<file path="src/clock_select_params.svh">
// Constants for the system clock source selection block.
// Assumes a 4-bit word index on the register port and 32-bit data.
`ifndef CLOCK_SELECT_PARAMS_SVH
`define CLOCK_SELECT_PARAMS_SVH

// Register word offsets
`define OFS_SYSTEM_CONTROL_REG0 4'h0
`define OFS_PLL_CONTROL_REG0 4'h1
`define OFS_PRESCALE_REG 4'h2
`define OFS_STATUS_REG 4'h3

// Field positions, system_control_reg0
`define SYSCTL_SEL_LSB 0
`define SYSCTL_SEL_MSB 1
`define SYSCTL_DIRECT_XTAL 2

// Field positions, pll_control_reg0
`define PLLCTL_BYPASS 0
`define PLLCTL_BAND_LSB 1
`define PLLCTL_BAND_MSB 2
`define PLLCTL_REF_INT 3
`define PLLCTL_P_LSB 4
`define PLLCTL_P_MSB 7
`define PLLCTL_N_LSB 8
`define PLLCTL_N_MSB 14
`define PLLCTL_K2_LSB 16
`define PLLCTL_K2_MSB 22

// Field positions, prescale and status registers
`define PRESC_K1_LSB 0
`define PRESC_K1_MSB 9
`define STATUS_MODE_LSB 0
`define STATUS_MODE_MSB 3
`define STATUS_LOCK 4

// Source select codes
`define SEL_WAKEUP 2'h0
`define SEL_RESERVED 2'h1
`define SEL_OSC 2'h2
`define SEL_DIRECT 2'h3

// Reset values
`define RST_SEL 2'h0
`define RST_BYPASS 1'h1
`define RST_BAND 2'h0
`define RST_VCO_PERIOD 16'h0010

// VCO half-period limits per band, in system-side clock cycles
`define BAND0_PER_MIN 16'h0002
`define BAND0_PER_MAX 16'h0FFF
`define BAND1_PER_MIN 16'h0001
`define BAND1_PER_MAX 16'h07FF

`endif

</file>
<file path="src/clock_select_pkg.sv">
// Types shared by the system clock source selection block.
// Assumes the constants header is compiled alongside.
package clock_select_pkg;

  // Active generation method, one-hot
  typedef enum logic [3:0] {
    MODE_WAKEUP = 4'b0001,
    MODE_PRESC = 4'b0010,
    MODE_PLL = 4'b0100,
    MODE_DIRECT = 4'b1000
  } clk_mode_t;

  // Software configuration carried as one bundle
  typedef struct packed {
    logic [1:0] clock_source_select;
    logic direct_use_crystal;
    logic vco_bypass;
    logic [1:0] vco_band_select;
    logic ref_internal;
    logic [3:0] pll_input_divider;
    logic [6:0] pll_feedback_mult;
    logic [6:0] vco_output_divider;
    logic [9:0] osc_prescale_divider;
  } clk_cfg_t;

  // Synchronised clock source levels
  typedef struct packed {
    logic wakeup_osc;
    logic internal_osc;
    logic crystal_input_pin;
    logic direct_clock_input;
  } clk_src_t;

endpackage : clock_select_pkg

</file>
<file path="src/pin_sync3.sv">
// Three-stage input synchroniser with agreement filter.
// Assumes the input is asynchronous to clk; one instance per pin.
`timescale 1ns/1ns
module pin_sync3 (
  // Clock, reset, enable
  input wire logic clk,
  input wire logic sys_rst,
  input wire logic clk_en,
  // Pin and filtered level
  input wire logic pin_in,
  output logic level_q
);

  logic s1_q;
  logic s2_q;
  logic s3_q;
  logic level_d;

  ////////////////////////////////////////////////////////////////////////////
  // Accept a new level only when stages two and three agree
  always_comb begin
    level_d = (s2_q == s3_q) ? s3_q : level_q;
  end

  // Shift chain; first stage feeds only the second
  always_ff @(posedge clk) begin
    if (sys_rst) begin
      s1_q <= 1'b0;
      s2_q <= 1'b0;
      s3_q <= 1'b0;
      level_q <= 1'b0;
    end else if (clk_en) begin
      s1_q <= pin_in;
      s2_q <= s1_q;
      s3_q <= s2_q;
      level_q <= level_d;
    end
  end

endmodule : pin_sync3

</file>
<file path="src/system_clock_source_select.sv">
// System clock generation and source selection.
// Assumes the clock sources arrive as asynchronous pins and are slow
// compared with clk; the generated clock is a registered level.
`include "clock_select_params.svh"
`timescale 1ns/1ns

// Operation
// - Select 11 drives system clock straight from the direct clock input.
// - A pass-through option uses the crystal input pin instead.
// - Select 10 with bypass set divides oscillator by prescale divider plus one.
// - Prescaler source is crystal or internal oscillator; divide by one passes it.
// - Prescale divider reaches a ratio of 1024 at most.
// - Select 10 with bypass clear gives input times (N+1)/((P+1)(K2+1)).
// - PLL reference is selectable between crystal pin and internal oscillator.
// - PLL steers toward lock gradually, never stepping frequency abruptly.
// - System clock is the VCO output divided by output divider plus one.
// - Band 00 or 01 selects VCO range; codes 1X are reserved.
// - Select 00 runs the system clock from the wakeup oscillator.
module system_clock_source_select
  import clock_select_pkg::*;
#(
  parameter int VCO_PER_W = 16
) (
  // Clock, reset, enable
  input wire logic clk,
  input wire logic sys_rst,
  input wire logic clk_en,
  // Register port
  input wire logic [3:0] reg_addr,
  input wire logic [31:0] reg_wdata,
  input wire logic reg_wr,
  input wire logic reg_rd,
  output logic [31:0] reg_rdata,
  // Clock sources
  input wire logic direct_clock_input,
  input wire logic crystal_input_pin,
  input wire logic internal_osc,
  input wire logic wakeup_osc,
  // Generated clock and status
  output logic system_clock,
  output logic pll_locked
);

  clk_cfg_t cfg_q;
  clk_cfg_t cfg_d;
  clk_src_t src_pins;
  clk_src_t src;
  clk_mode_t mode_q;
  clk_mode_t mode_d;
  logic [31:0] rdata_d;
  logic ref_lvl;
  logic ref_prev_q;
  logic ref_edge;
  logic osc_prev_q;
  logic osc_change;
  logic direct_lvl;
  logic [9:0] presc_cnt_q;
  logic [9:0] presc_cnt_d;
  logic presc_out_q;
  logic presc_out_d;
  logic [VCO_PER_W-1:0] vco_per_q;
  logic [VCO_PER_W-1:0] vco_per_d;
  logic [VCO_PER_W-1:0] vco_cnt_q;
  logic [VCO_PER_W-1:0] vco_cnt_d;
  logic [VCO_PER_W-1:0] per_min;
  logic [VCO_PER_W-1:0] per_max;
  logic vco_tick;
  logic [3:0] win_cnt_q;
  logic [3:0] win_cnt_d;
  logic [11:0] tick_cnt_q;
  logic [11:0] tick_cnt_d;
  logic [11:0] tick_target;
  logic [6:0] k2_cnt_q;
  logic [6:0] k2_cnt_d;
  logic pll_out_q;
  logic pll_out_d;
  logic locked_d;
  logic sysclk_d;

  ////////////////////////////////////////////////////////////////////////////
  // Source pin synchronisers
  assign src_pins.direct_clock_input = direct_clock_input;
  assign src_pins.crystal_input_pin = crystal_input_pin;
  assign src_pins.internal_osc = internal_osc;
  assign src_pins.wakeup_osc = wakeup_osc;

  genvar gi;
  generate
    for (gi = 0; gi < 4; gi++) begin : g_sync
      pin_sync3 u_sync (
        .clk(clk),
        .sys_rst(sys_rst),
        .clk_en(clk_en),
        .pin_in(src_pins[gi]),
        .level_q(src[gi])
      );
    end
  endgenerate

  ////////////////////////////////////////////////////////////////////////////
  // Register writes and read data
  always_comb begin
    cfg_d = cfg_q;
    rdata_d = 32'h0000_0000;
    if (reg_wr) begin
      unique case (reg_addr)
        `OFS_SYSTEM_CONTROL_REG0: begin
          if (reg_wdata[`SYSCTL_SEL_MSB:`SYSCTL_SEL_LSB] != `SEL_RESERVED) begin
            cfg_d.clock_source_select =
              reg_wdata[`SYSCTL_SEL_MSB:`SYSCTL_SEL_LSB];
          end
          cfg_d.direct_use_crystal = reg_wdata[`SYSCTL_DIRECT_XTAL];
        end
        `OFS_PLL_CONTROL_REG0: begin
          cfg_d.vco_bypass = reg_wdata[`PLLCTL_BYPASS];
          if (!reg_wdata[`PLLCTL_BAND_MSB]) begin
            cfg_d.vco_band_select =
              reg_wdata[`PLLCTL_BAND_MSB:`PLLCTL_BAND_LSB];
          end
          cfg_d.ref_internal = reg_wdata[`PLLCTL_REF_INT];
          cfg_d.pll_input_divider = reg_wdata[`PLLCTL_P_MSB:`PLLCTL_P_LSB];
          cfg_d.pll_feedback_mult = reg_wdata[`PLLCTL_N_MSB:`PLLCTL_N_LSB];
          cfg_d.vco_output_divider =
            reg_wdata[`PLLCTL_K2_MSB:`PLLCTL_K2_LSB];
        end
        `OFS_PRESCALE_REG: begin
          cfg_d.osc_prescale_divider =
            reg_wdata[`PRESC_K1_MSB:`PRESC_K1_LSB];
        end
        default: begin
        end
      endcase
    end
    if (reg_rd) begin
      unique case (reg_addr)
        `OFS_SYSTEM_CONTROL_REG0: begin
          rdata_d[`SYSCTL_SEL_MSB:`SYSCTL_SEL_LSB] = cfg_q.clock_source_select;
          rdata_d[`SYSCTL_DIRECT_XTAL] = cfg_q.direct_use_crystal;
        end
        `OFS_PLL_CONTROL_REG0: begin
          rdata_d[`PLLCTL_BYPASS] = cfg_q.vco_bypass;
          rdata_d[`PLLCTL_BAND_MSB:`PLLCTL_BAND_LSB] = cfg_q.vco_band_select;
          rdata_d[`PLLCTL_REF_INT] = cfg_q.ref_internal;
          rdata_d[`PLLCTL_P_MSB:`PLLCTL_P_LSB] = cfg_q.pll_input_divider;
          rdata_d[`PLLCTL_N_MSB:`PLLCTL_N_LSB] = cfg_q.pll_feedback_mult;
          rdata_d[`PLLCTL_K2_MSB:`PLLCTL_K2_LSB] = cfg_q.vco_output_divider;
        end
        `OFS_PRESCALE_REG: begin
          rdata_d[`PRESC_K1_MSB:`PRESC_K1_LSB] = cfg_q.osc_prescale_divider;
        end
        `OFS_STATUS_REG: begin
          rdata_d[`STATUS_MODE_MSB:`STATUS_MODE_LSB] = mode_q;
          rdata_d[`STATUS_LOCK] = pll_locked;
        end
        default: begin
        end
      endcase
    end
  end

  ////////////////////////////////////////////////////////////////////////////
  // Active mode decode from the stored selection
  always_comb begin
    unique case (cfg_q.clock_source_select)
      `SEL_DIRECT: mode_d = MODE_DIRECT;
      `SEL_OSC: mode_d = cfg_q.vco_bypass ? MODE_PRESC : MODE_PLL;
      `SEL_WAKEUP: mode_d = MODE_WAKEUP;
      default: mode_d = mode_q;
    endcase
  end

  ////////////////////////////////////////////////////////////////////////////
  // Oscillator choice shared by prescaler and PLL reference
  assign ref_lvl = cfg_q.ref_internal ? src.internal_osc
                                      : src.crystal_input_pin;
  assign ref_edge = ref_lvl & ~ref_prev_q;
  assign osc_change = ref_lvl ^ osc_prev_q;
  assign direct_lvl = cfg_q.direct_use_crystal ? src.crystal_input_pin
                                               : src.direct_clock_input;

  // Prescaler: toggle every K1+1 oscillator edges, period (K1+1) cycles
  always_comb begin
    presc_cnt_d = presc_cnt_q;
    presc_out_d = presc_out_q;
    if (cfg_q.osc_prescale_divider == 10'h000) begin
      presc_cnt_d = 10'h000;
      presc_out_d = ref_lvl;
    end else if (osc_change) begin
      if (presc_cnt_q >= cfg_q.osc_prescale_divider) begin
        presc_cnt_d = 10'h000;
        presc_out_d = ~presc_out_q;
      end else begin
        presc_cnt_d = presc_cnt_q + 10'h001;
      end
    end
  end

  ////////////////////////////////////////////////////////////////////////////
  // PLL model: VCO half-period counter steered by a frequency detector
  always_comb begin
    if (cfg_q.vco_band_select == 2'h1) begin
      per_min = VCO_PER_W'(`BAND1_PER_MIN);
      per_max = VCO_PER_W'(`BAND1_PER_MAX);
    end else begin
      per_min = VCO_PER_W'(`BAND0_PER_MIN);
      per_max = VCO_PER_W'(`BAND0_PER_MAX);
    end
  end

  assign vco_tick = (vco_cnt_q == '0);
  // Two VCO half-periods per VCO cycle, N+1 cycles per P+1 ref cycles
  assign tick_target = {4'h0, ({1'b0, cfg_q.pll_feedback_mult} + 8'h01)}
                       << 1;

  always_comb begin
    vco_cnt_d = vco_tick ? (vco_per_q - 1'b1) : (vco_cnt_q - 1'b1);
    vco_per_d = vco_per_q;
    win_cnt_d = win_cnt_q;
    tick_cnt_d = tick_cnt_q;
    locked_d = pll_locked;
    if (vco_tick && tick_cnt_q != 12'hFFF) begin
      tick_cnt_d = tick_cnt_q + 12'h001;
    end
    if (ref_edge) begin
      if (win_cnt_q >= cfg_q.pll_input_divider) begin
        win_cnt_d = 4'h0;
        tick_cnt_d = {11'h000, vco_tick};
        locked_d = (tick_cnt_q == tick_target);
        // Single-step period change keeps frequency moves smooth
        if (tick_cnt_q < tick_target && vco_per_q > per_min) begin
          vco_per_d = vco_per_q - 1'b1;
        end else if (tick_cnt_q > tick_target && vco_per_q < per_max) begin
          vco_per_d = vco_per_q + 1'b1;
        end
      end else begin
        win_cnt_d = win_cnt_q + 4'h1;
      end
    end
    // Band change pulls the period back inside range one step at a time
    if (vco_per_q < per_min) begin
      vco_per_d = vco_per_q + 1'b1;
    end else if (vco_per_q > per_max) begin
      vco_per_d = vco_per_q - 1'b1;
    end
  end

  // Output divider: toggle every K2+1 half-periods gives (K2+1) VCO cycles
  always_comb begin
    k2_cnt_d = k2_cnt_q;
    pll_out_d = pll_out_q;
    if (vco_tick) begin
      if (k2_cnt_q >= cfg_q.vco_output_divider) begin
        k2_cnt_d = 7'h00;
        pll_out_d = ~pll_out_q;
      end else begin
        k2_cnt_d = k2_cnt_q + 7'h01;
      end
    end
  end

  ////////////////////////////////////////////////////////////////////////////
  // System clock multiplexer
  always_comb begin
    unique case (mode_q)
      MODE_DIRECT: sysclk_d = direct_lvl;
      MODE_PRESC: sysclk_d = presc_out_q;
      MODE_PLL: sysclk_d = pll_out_q;
      MODE_WAKEUP: sysclk_d = src.wakeup_osc;
      default: sysclk_d = 1'b0;
    endcase
  end

  ////////////////////////////////////////////////////////////////////////////
  // State registers
  always_ff @(posedge clk) begin
    if (sys_rst) begin
      cfg_q <= '0;
      cfg_q.clock_source_select <= `RST_SEL;
      cfg_q.vco_bypass <= `RST_BYPASS;
      cfg_q.vco_band_select <= `RST_BAND;
      mode_q <= MODE_WAKEUP;
      reg_rdata <= 32'h0000_0000;
      ref_prev_q <= 1'b0;
      osc_prev_q <= 1'b0;
      presc_cnt_q <= 10'h000;
      presc_out_q <= 1'b0;
      vco_per_q <= VCO_PER_W'(`RST_VCO_PERIOD);
      vco_cnt_q <= '0;
      win_cnt_q <= 4'h0;
      tick_cnt_q <= 12'h000;
      k2_cnt_q <= 7'h00;
      pll_out_q <= 1'b0;
      pll_locked <= 1'b0;
      system_clock <= 1'b0;
    end else if (clk_en) begin
      cfg_q <= cfg_d;
      mode_q <= mode_d;
      reg_rdata <= rdata_d;
      ref_prev_q <= ref_lvl;
      osc_prev_q <= ref_lvl;
      presc_cnt_q <= presc_cnt_d;
      presc_out_q <= presc_out_d;
      vco_per_q <= vco_per_d;
      vco_cnt_q <= vco_cnt_d;
      win_cnt_q <= win_cnt_d;
      tick_cnt_q <= tick_cnt_d;
      k2_cnt_q <= k2_cnt_d;
      pll_out_q <= pll_out_d;
      pll_locked <= locked_d;
      system_clock <= sysclk_d;
    end
  end

endmodule : system_clock_source_select

</file>
<file path="config.mk">
export PLATFORM = sky130hd
export DESIGN_NAME = system_clock_source_select
export DESIGN_NICKNAME = d
export VERILOG_FILES = /design/src/clock_select_pkg.sv /design/src/pin_sync3.sv /design/src/system_clock_source_select.sv
export VERILOG_INCLUDE_DIRS = /design/src
export SDC_FILE = /design/constraint.sdc
export NUM_CORES = 1
export LEC_CHECK = 0
export BUFFER_PORTS_ARGS = -buffer_cell sky130_fd_sc_hd__buf_4
export CORE_ASPECT_RATIO = 1.1
export CORE_MARGIN = 10
export CORE_UTILIZATION = 55
export CTS_CLUSTER_SIZE = 20
export DETAILED_ROUTE_END_ITERATION = 16
export GPL_ROUTABILITY_DRIVEN = 0
export MAX_ROUTING_LAYER = met4
export PLACE_DENSITY = 0.87
export RECOVER_POWER = 100
export SLEW_MARGIN = 15
export SYNTH_ARGS = -nofsm -noshare
export SYNTH_HDL_FRONTEND = slang
export SYNTH_SLANG_ARGS = --single-unit
</file>
<file path="constraint.sdc">
create_clock -name clk -period 6.04 [get_ports clk]
set_input_delay 0.906 -clock clk [delete_from_list [all_inputs] [get_ports clk]]
set_output_delay 0.906 -clock clk [all_outputs]
set_load 0.01 [all_outputs]
</file>
==> results by group, run 1 <==
STA
  • Peak Freq: 257 MHz
  • Slew HR: -58.4%
  • Final period utilization: 64.3%
  • Hold Fails Final Rpt: 0
  • Setup_tns: 0 ps
  • PnR worst setup slack: 2160 ps
  • Least-Margin Pin Slew: 2380 ps
  • Period minus WS final: 3880 ps
  • Final Skew: 12.8 ps
  • Max-slew violations: 98
  • RSZ-0062 raised after global routing: no
  • Number of setup violations in the final report: 0

Clocking
  • H-tree levels: 4
  • Resized cells post-CTS: 0
  • Clock sink count: 146
  • Root Driver: clkbuf_16
  • Post-CTS Hold Fix Bufs: 0
  • Max Root-Sink Buffers: 2
  • Clock transition at the registers of the reported paths: 60 ps
  • CTS tree: built
  • Clock latency on the worst-skew pair: 440 ps
  • Postcts setup bufs: 0
  • TritonCTS Buffers: 17

Yosys
  • Yosys reg bits: 146
  • Synth warn: 0
  • Async S/R FF share, synth: 0%
  • Synthesized area per cell: 8.02 um^2
  • EDFF count, synth: 0
  • Syn Inst Count: 987
  • Synth cell types: 62
  • Seq/Total Area, Yosys: 36.9%
  • Ys flop type: dfxtp_1
  • Post-synthesis cell area: 7920 um^2

Route
  • Final ANT Viol Nets: 0
  • Top Metal Used: met4
  • Initial DRC count: 633
  • # DRC: 0
  • Vias per cell: 5.94
  • Routed wl met2: 9680 um
  • Detailed-route via count: 7194
  • Routed WL: 19300 um
  • WL/cell: 15.9 um
  • Met1 WL: 8310 um
  • Wire length on met3: 888 um
  • First drt pass iteration count: 5

Layout
  • Layout cells sized above 1: 6.84%
  • Antenna diodes: 0
  • Layout net count: 1098
  • Syn-to-layout area delta: 11.0%
  • Most frequent cells in the layout: dfxtp_1 (146), nor2_1 (120), nand2_1 (109), a21oi_1 (73), inv_1 (44)
  • Fin util: 62.9%
  • Most common cell after layout, fill and taps aside: dfxtp_1

Global route
  • Vias in the first global route: 6790
  • Antenna violations before repair: 0
  • GRT Util Overall: 19.8%
  • Pin count of the biggest net entering global routing: 82
  • First-pass GRT wire length: 32100 um
  • GRT overflow: 0

Setup path
  • Critical path arrival: 4240 ps
  • Required time worst endpoint: 6390 ps
  • Reg2reg end: vco_per_q[14]
  • R2r worst-path depth: 11
  • CP bufs+invs: 0
  • Reg2Reg Setup Slack: 2160 ps
  • Crit-path max cell delay: 680 ps
  • Startpoint types: register
  • Crit Path Class: register to register
  • Crit path top cell by count: nand3_1
  • CP Capture Type: register
  • Crit path cell chain: and3_1 -> nand3_1 -> xor2_1 -> ha_1 -> nand2_1 -> o21ai_0 -> a22oi_1 -> nand3_1 -> and2_0 -> or4_1 -> o22ai_1
  • Top Family by Delay on Critical Path: simple AND/OR/NAND/NOR gates
  • Critical path's slowest cell: and2_0
  • FF-to-FF Start: cfg_q[19]
  • Critical Path Start: cfg_q[19]
  • Critical Path Fanout Max: 19

Placed design
  • DP Worst Slack: 2400 ps
  • Port bufs: 58
  • HPWL Detailed: 13200 um

Power and ir drop
  • Pwr/cell area: 348 nW/um^2
  • Leakage: 3.33 nW
  • VDD IR max: 0.000220 V
  • Final Total Pwr: 3.06 mW

Min path
  • Worst hold stages: 2
  • Hold EP: g_sync[3].u_sync.level_q
  • Hold path start: g_sync[3].u_sync.s3_q
  • Hold Path Class: register to register

Die
  • Initial core utilization: 56.7%
  • Die Y: 146 um
  • Die X: 134 um
  • I/O Pins: 79
  • Die Area: 19600 um^2
  • Core Area: 14000 um^2
  • Std cell rows: 45

Outcome
  • Outcome: finished with violations
  • Failing checks: capacitance limit, slew limit

Run
  • Max-cap viol count: 2
## registers in the layout, summed over array words and instances, names as in the netlist
name	cells
vco_cnt_q	16
k2_cnt_q	7
reg_rdata	22
pll_out_q	1
cfg_q	34
pll_locked	1
osc_prev_q	1
tick_cnt_q	12
win_cnt_q	4
g_sync.u_sync.s1_q	4
g_sync.u_sync.s2_q	4
g_sync.u_sync.level_q	4
presc_out_q	1
mode_q	4
g_sync.u_sync.s3_q	4
system_clock	1
presc_cnt_q	10
vco_per_q	16
## layout make-up
class	instances	area, um^2
Fill cell	1179	5180
Sequential cell	146	2920
Tap cell	188	235
Inverter	45	169
Timing Repair Buffer	63	368
Clock buffer	21	470
Clock inverter	10	100
Multi-Input combinational cell	739	4520
## stage by stage
stage | hold WS (ps) | cells | cell area [um^2]
6_report | 457 | 1212 | 8790
5_1_grt | 490 | 1212 | 8790
4_1_cts | 460 | 1212 | 8920
3_5_place_dp | 449 | 1181 | 8350
3_3_place_gp | 444 | 1181 | 8350
2_1_floorplan | 435 | 996 | 7950
## synthesized netlist by cell type, drive strengths merged (5+ instances only)
library cell  number  share of area [%]
buf               21                1.8
and2              11               0.87
ha                41                6.5
a21oi             73                4.6
nand3             36                2.3
clkbuf            45                2.1
nand4             23                1.8
a22oi             19                1.8
dfxtp            146                 37
xor2              19                2.1
and3              17                1.3
nand2            109                5.2
a211oi             9               0.85
nor4               8               0.82
a2111oi            5               0.63
inv               44                2.1
nand2b             7               0.55
nand4b             5               0.55
a221oi             6               0.66
nor3              32                2.1
a31oi              5               0.40
or4                7               0.71
mux2i             30                3.8
xnor2             26                2.9
a22o               5               0.55
or3               13                1.0
a21o               8               0.76
a222oi             5               0.63
nor2             120                5.7
nor2b              9               0.71
o21ai             37                2.3
o211ai             5               0.47
## power breakdown
group / switching, mW / internal [mW]
logic: 0.547 / 0.318
registers: 0.125 / 1.05
clock network: 0.426 / 0.600
total: 1.10 / 1.96
## worst max-delay path by stage
stage                         end  cells past startpoint
floorplan           vco_per_q[14]                     12
global placement    vco_per_q[14]                     11
detailed placement  vco_per_q[14]                     11
CTS                 vco_per_q[14]                     11
global route        vco_per_q[14]                     11
finish              vco_per_q[14]                     11
## routing by layer
metal	up-vias	track usage, %
met4	0	8.71
li1	3531	-
met3	43	3.52
met2	220	31.9
met5	-	-
met1	3400	23.5
## logic make-up (layout without fill, tap and decap cells)
kind of cell             after synthesis  in the layout  synth area share [%]
flip-flops                           146            146                  36.9
multiplexers                          33             33                  4.50
XOR/XNOR                              45             45                  4.98
buffers and inverters                111            139                  6.02
AO/OA/AOI/OAI                        201            201                  16.2
other                                  1             10                0.0474
AND/OR/NAND/NOR                      409            409                  24.8
adder cells (fa/ha/maj)               41             41                  6.48
## tightest hold or removal path, cell delays in order, from the launching register on
cell	delay, ps
dfxtp_1	310
nand2_1	50
a21oi_1	50
Note: power is estimated with default switching activity, not from simulation.
==> inputs of run 2 (changes only) <==
- clock period: 6.04 -> 4 ns (I/O delays scaled with it)
==> results by group, run 2 (synthesis results as in run 1) <==
Outcome
  • Outcome: finished with violations
  • Failing checks: capacitance limit, slew limit

Min path
  • Hold path start: wakeup_osc
  • Hold EP: g_sync[3].u_sync.s1_q
  • Worst hold stages: 3
  • Hold Path Class: input port to register

Power and ir drop
  • VDD IR max: 0.000306 V
  • Leakage: 3.38 nW
  • Pwr/cell area: 534 nW/um^2

Setup path
  • Required time worst endpoint: 4360 ps
  • Critical Path Start: clk_en
  • Crit-path max cell delay: 1200 ps
  • Crit path cell chain: clkbuf_1 -> clkbuf_1 -> o31ai_1 -> and3_1 -> or4_1 -> o22ai_1
  • Critical path arrival: 3830 ps
  • Startpoint types: input port
  • Crit Path Class: input port to register
  • Reg2Reg Setup Slack: 660 ps
  • Crit path top cell by count: clkbuf_1
  • Reg2reg end: vco_per_q[4]
  • Critical path's slowest cell: clkbuf_1
  • FF-to-FF Start: vco_per_q[5]
  • R2r worst-path depth: 8
  • CP Capture Type: register
  • Critical Path Fanout Max: 27

STA
  • PnR worst setup slack: 527 ps
  • Hold Fails Final Rpt: 0
  • Max-slew violations: 28
  • Setup_tns: 0 ps
  • Final Skew: 6.53 ps
  • Least-Margin Pin Slew: 1570 ps
  • Final period utilization: 86.8%
  • Peak Freq: 288 MHz
  • Period minus WS final: 3470 ps
  • RSZ-0062 raised after global routing: no
  • Number of setup violations in the final report: 0
  • Slew HR: -4.72%

Layout
  • Top Registers: cfg_q x34, reg_rdata x22
  • Largest Register: cfg_q
  • Most common cell after layout, fill and taps aside: dfxtp_1
  • Layout cells sized above 1: 7.20%
  • Finished Layout Cells: 1216
  • Max reg flops: 34
  • Layout net count: 1103
  • Most frequent cells in the layout: dfxtp_1 (146), nor2_1 (120), nand2_1 (109), a21oi_1 (73), inv_1 (44)
  • Syn-to-layout area delta: 11.8%
  • Antenna diodes: 0

Clocking
  • Resized cells post-CTS: 0
  • Clock sink count: 146
  • H-tree levels: 4
  • Clock transition at the registers of the reported paths: 60 ps
  • Root Driver: clkbuf_16
  • Max Root-Sink Buffers: 2
  • Clock latency on the worst-skew pair: 430 ps
  • Post-CTS Hold Fix Bufs: 0
  • TritonCTS Buffers: 17
  • Postcts setup bufs: 0
  • CTS tree: built

Global route
  • GRT Util Overall: 20.5%
  • Vias in the first global route: 6904
  • GRT overflow: 0
  • Pin count of the biggest net entering global routing: 79
  • Antenna violations before repair: 0
  • First-pass GRT wire length: 33000 um

Placed design
  • Port bufs: 58
  • HPWL Detailed: 13600 um
  • Placed insts: 1186
  • DP Worst Slack: 810 ps

Die
  • Std cell rows: 45
  • I/O Pins: 79
  • Die Y: 146 um
  • Die Area: 19600 um^2
  • Die X: 134 um
  • Core Area: 14000 um^2
  • Initial core utilization: 56.7%

Route
  • First drt pass iteration count: 6
  • # DRC: 0
  • Final ANT Viol Nets: 0
  • Vias per cell: 6.01
  • WL/cell: 16.4 um
  • Initial DRC count: 616
  • Detailed-route via count: 7311
  • Routed WL: 19900 um

Run
  • Max-cap viol count: 1
-- run 2: layout make-up --
class / instances / area, um^2
fill: 1203 / 5110
multi-input combinational: 739 / 4530
sequential: 146 / 2920
clock buffer: 21 / 460
timing repair buffer: 68 / 402
tap: 188 / 235
inverter: 45 / 169
clock inverter: 9 / 131
-- run 2: worst max-delay path by stage --
| stage | slack (ps) | to |
|---|---|---|
| 2_1_floorplan | 1310 | vco_per_q[14] |
| 3_3_place_gp | 900 | vco_per_q[14] |
| 3_5_place_dp | 810 | vco_per_q[4] |
| 4_1_cts | 780 | vco_per_q[4] |
| 5_1_grt | 400 | vco_per_q[14] |
| 6_report | 530 | vco_per_q[14] |
-- run 2: where the power goes --
part	leakage (nW)	switching [mW]	internal, mW
clock network	0.293	0.615	1.01
registers	1.18	0.191	1.58
logic	1.91	0.837	0.498
-- run 2: routing by layer --
metal	vias to the layer above	share of wire [%]	GRT usage [%]
met5	-	0	-
li1	3541	-	-
met2	268	49	32.9
met4	0	2.9	9.04
met1	3449	42	24.2
met3	53	6.0	4.24
-- run 2: critical path: cells and delay by family --
kind / cells / cell delay, ps
compound gates: 2 / 420
simple gates: 2 / 1100
buf+inv: 2 / 1690
-- run 2: stage by stage --
stage	power (mW)	instance area [um^2]	hold slack (ps)	util [%]
finish	4.73	8850	407	63.4
detailed placement	3.12	8390	449	60.1
global placement	3.07	8390	447	60.1
global route	4.94	8850	414	63.4
floorplan	2.82	7950	435	-
CTS	4.72	8980	404	64.3
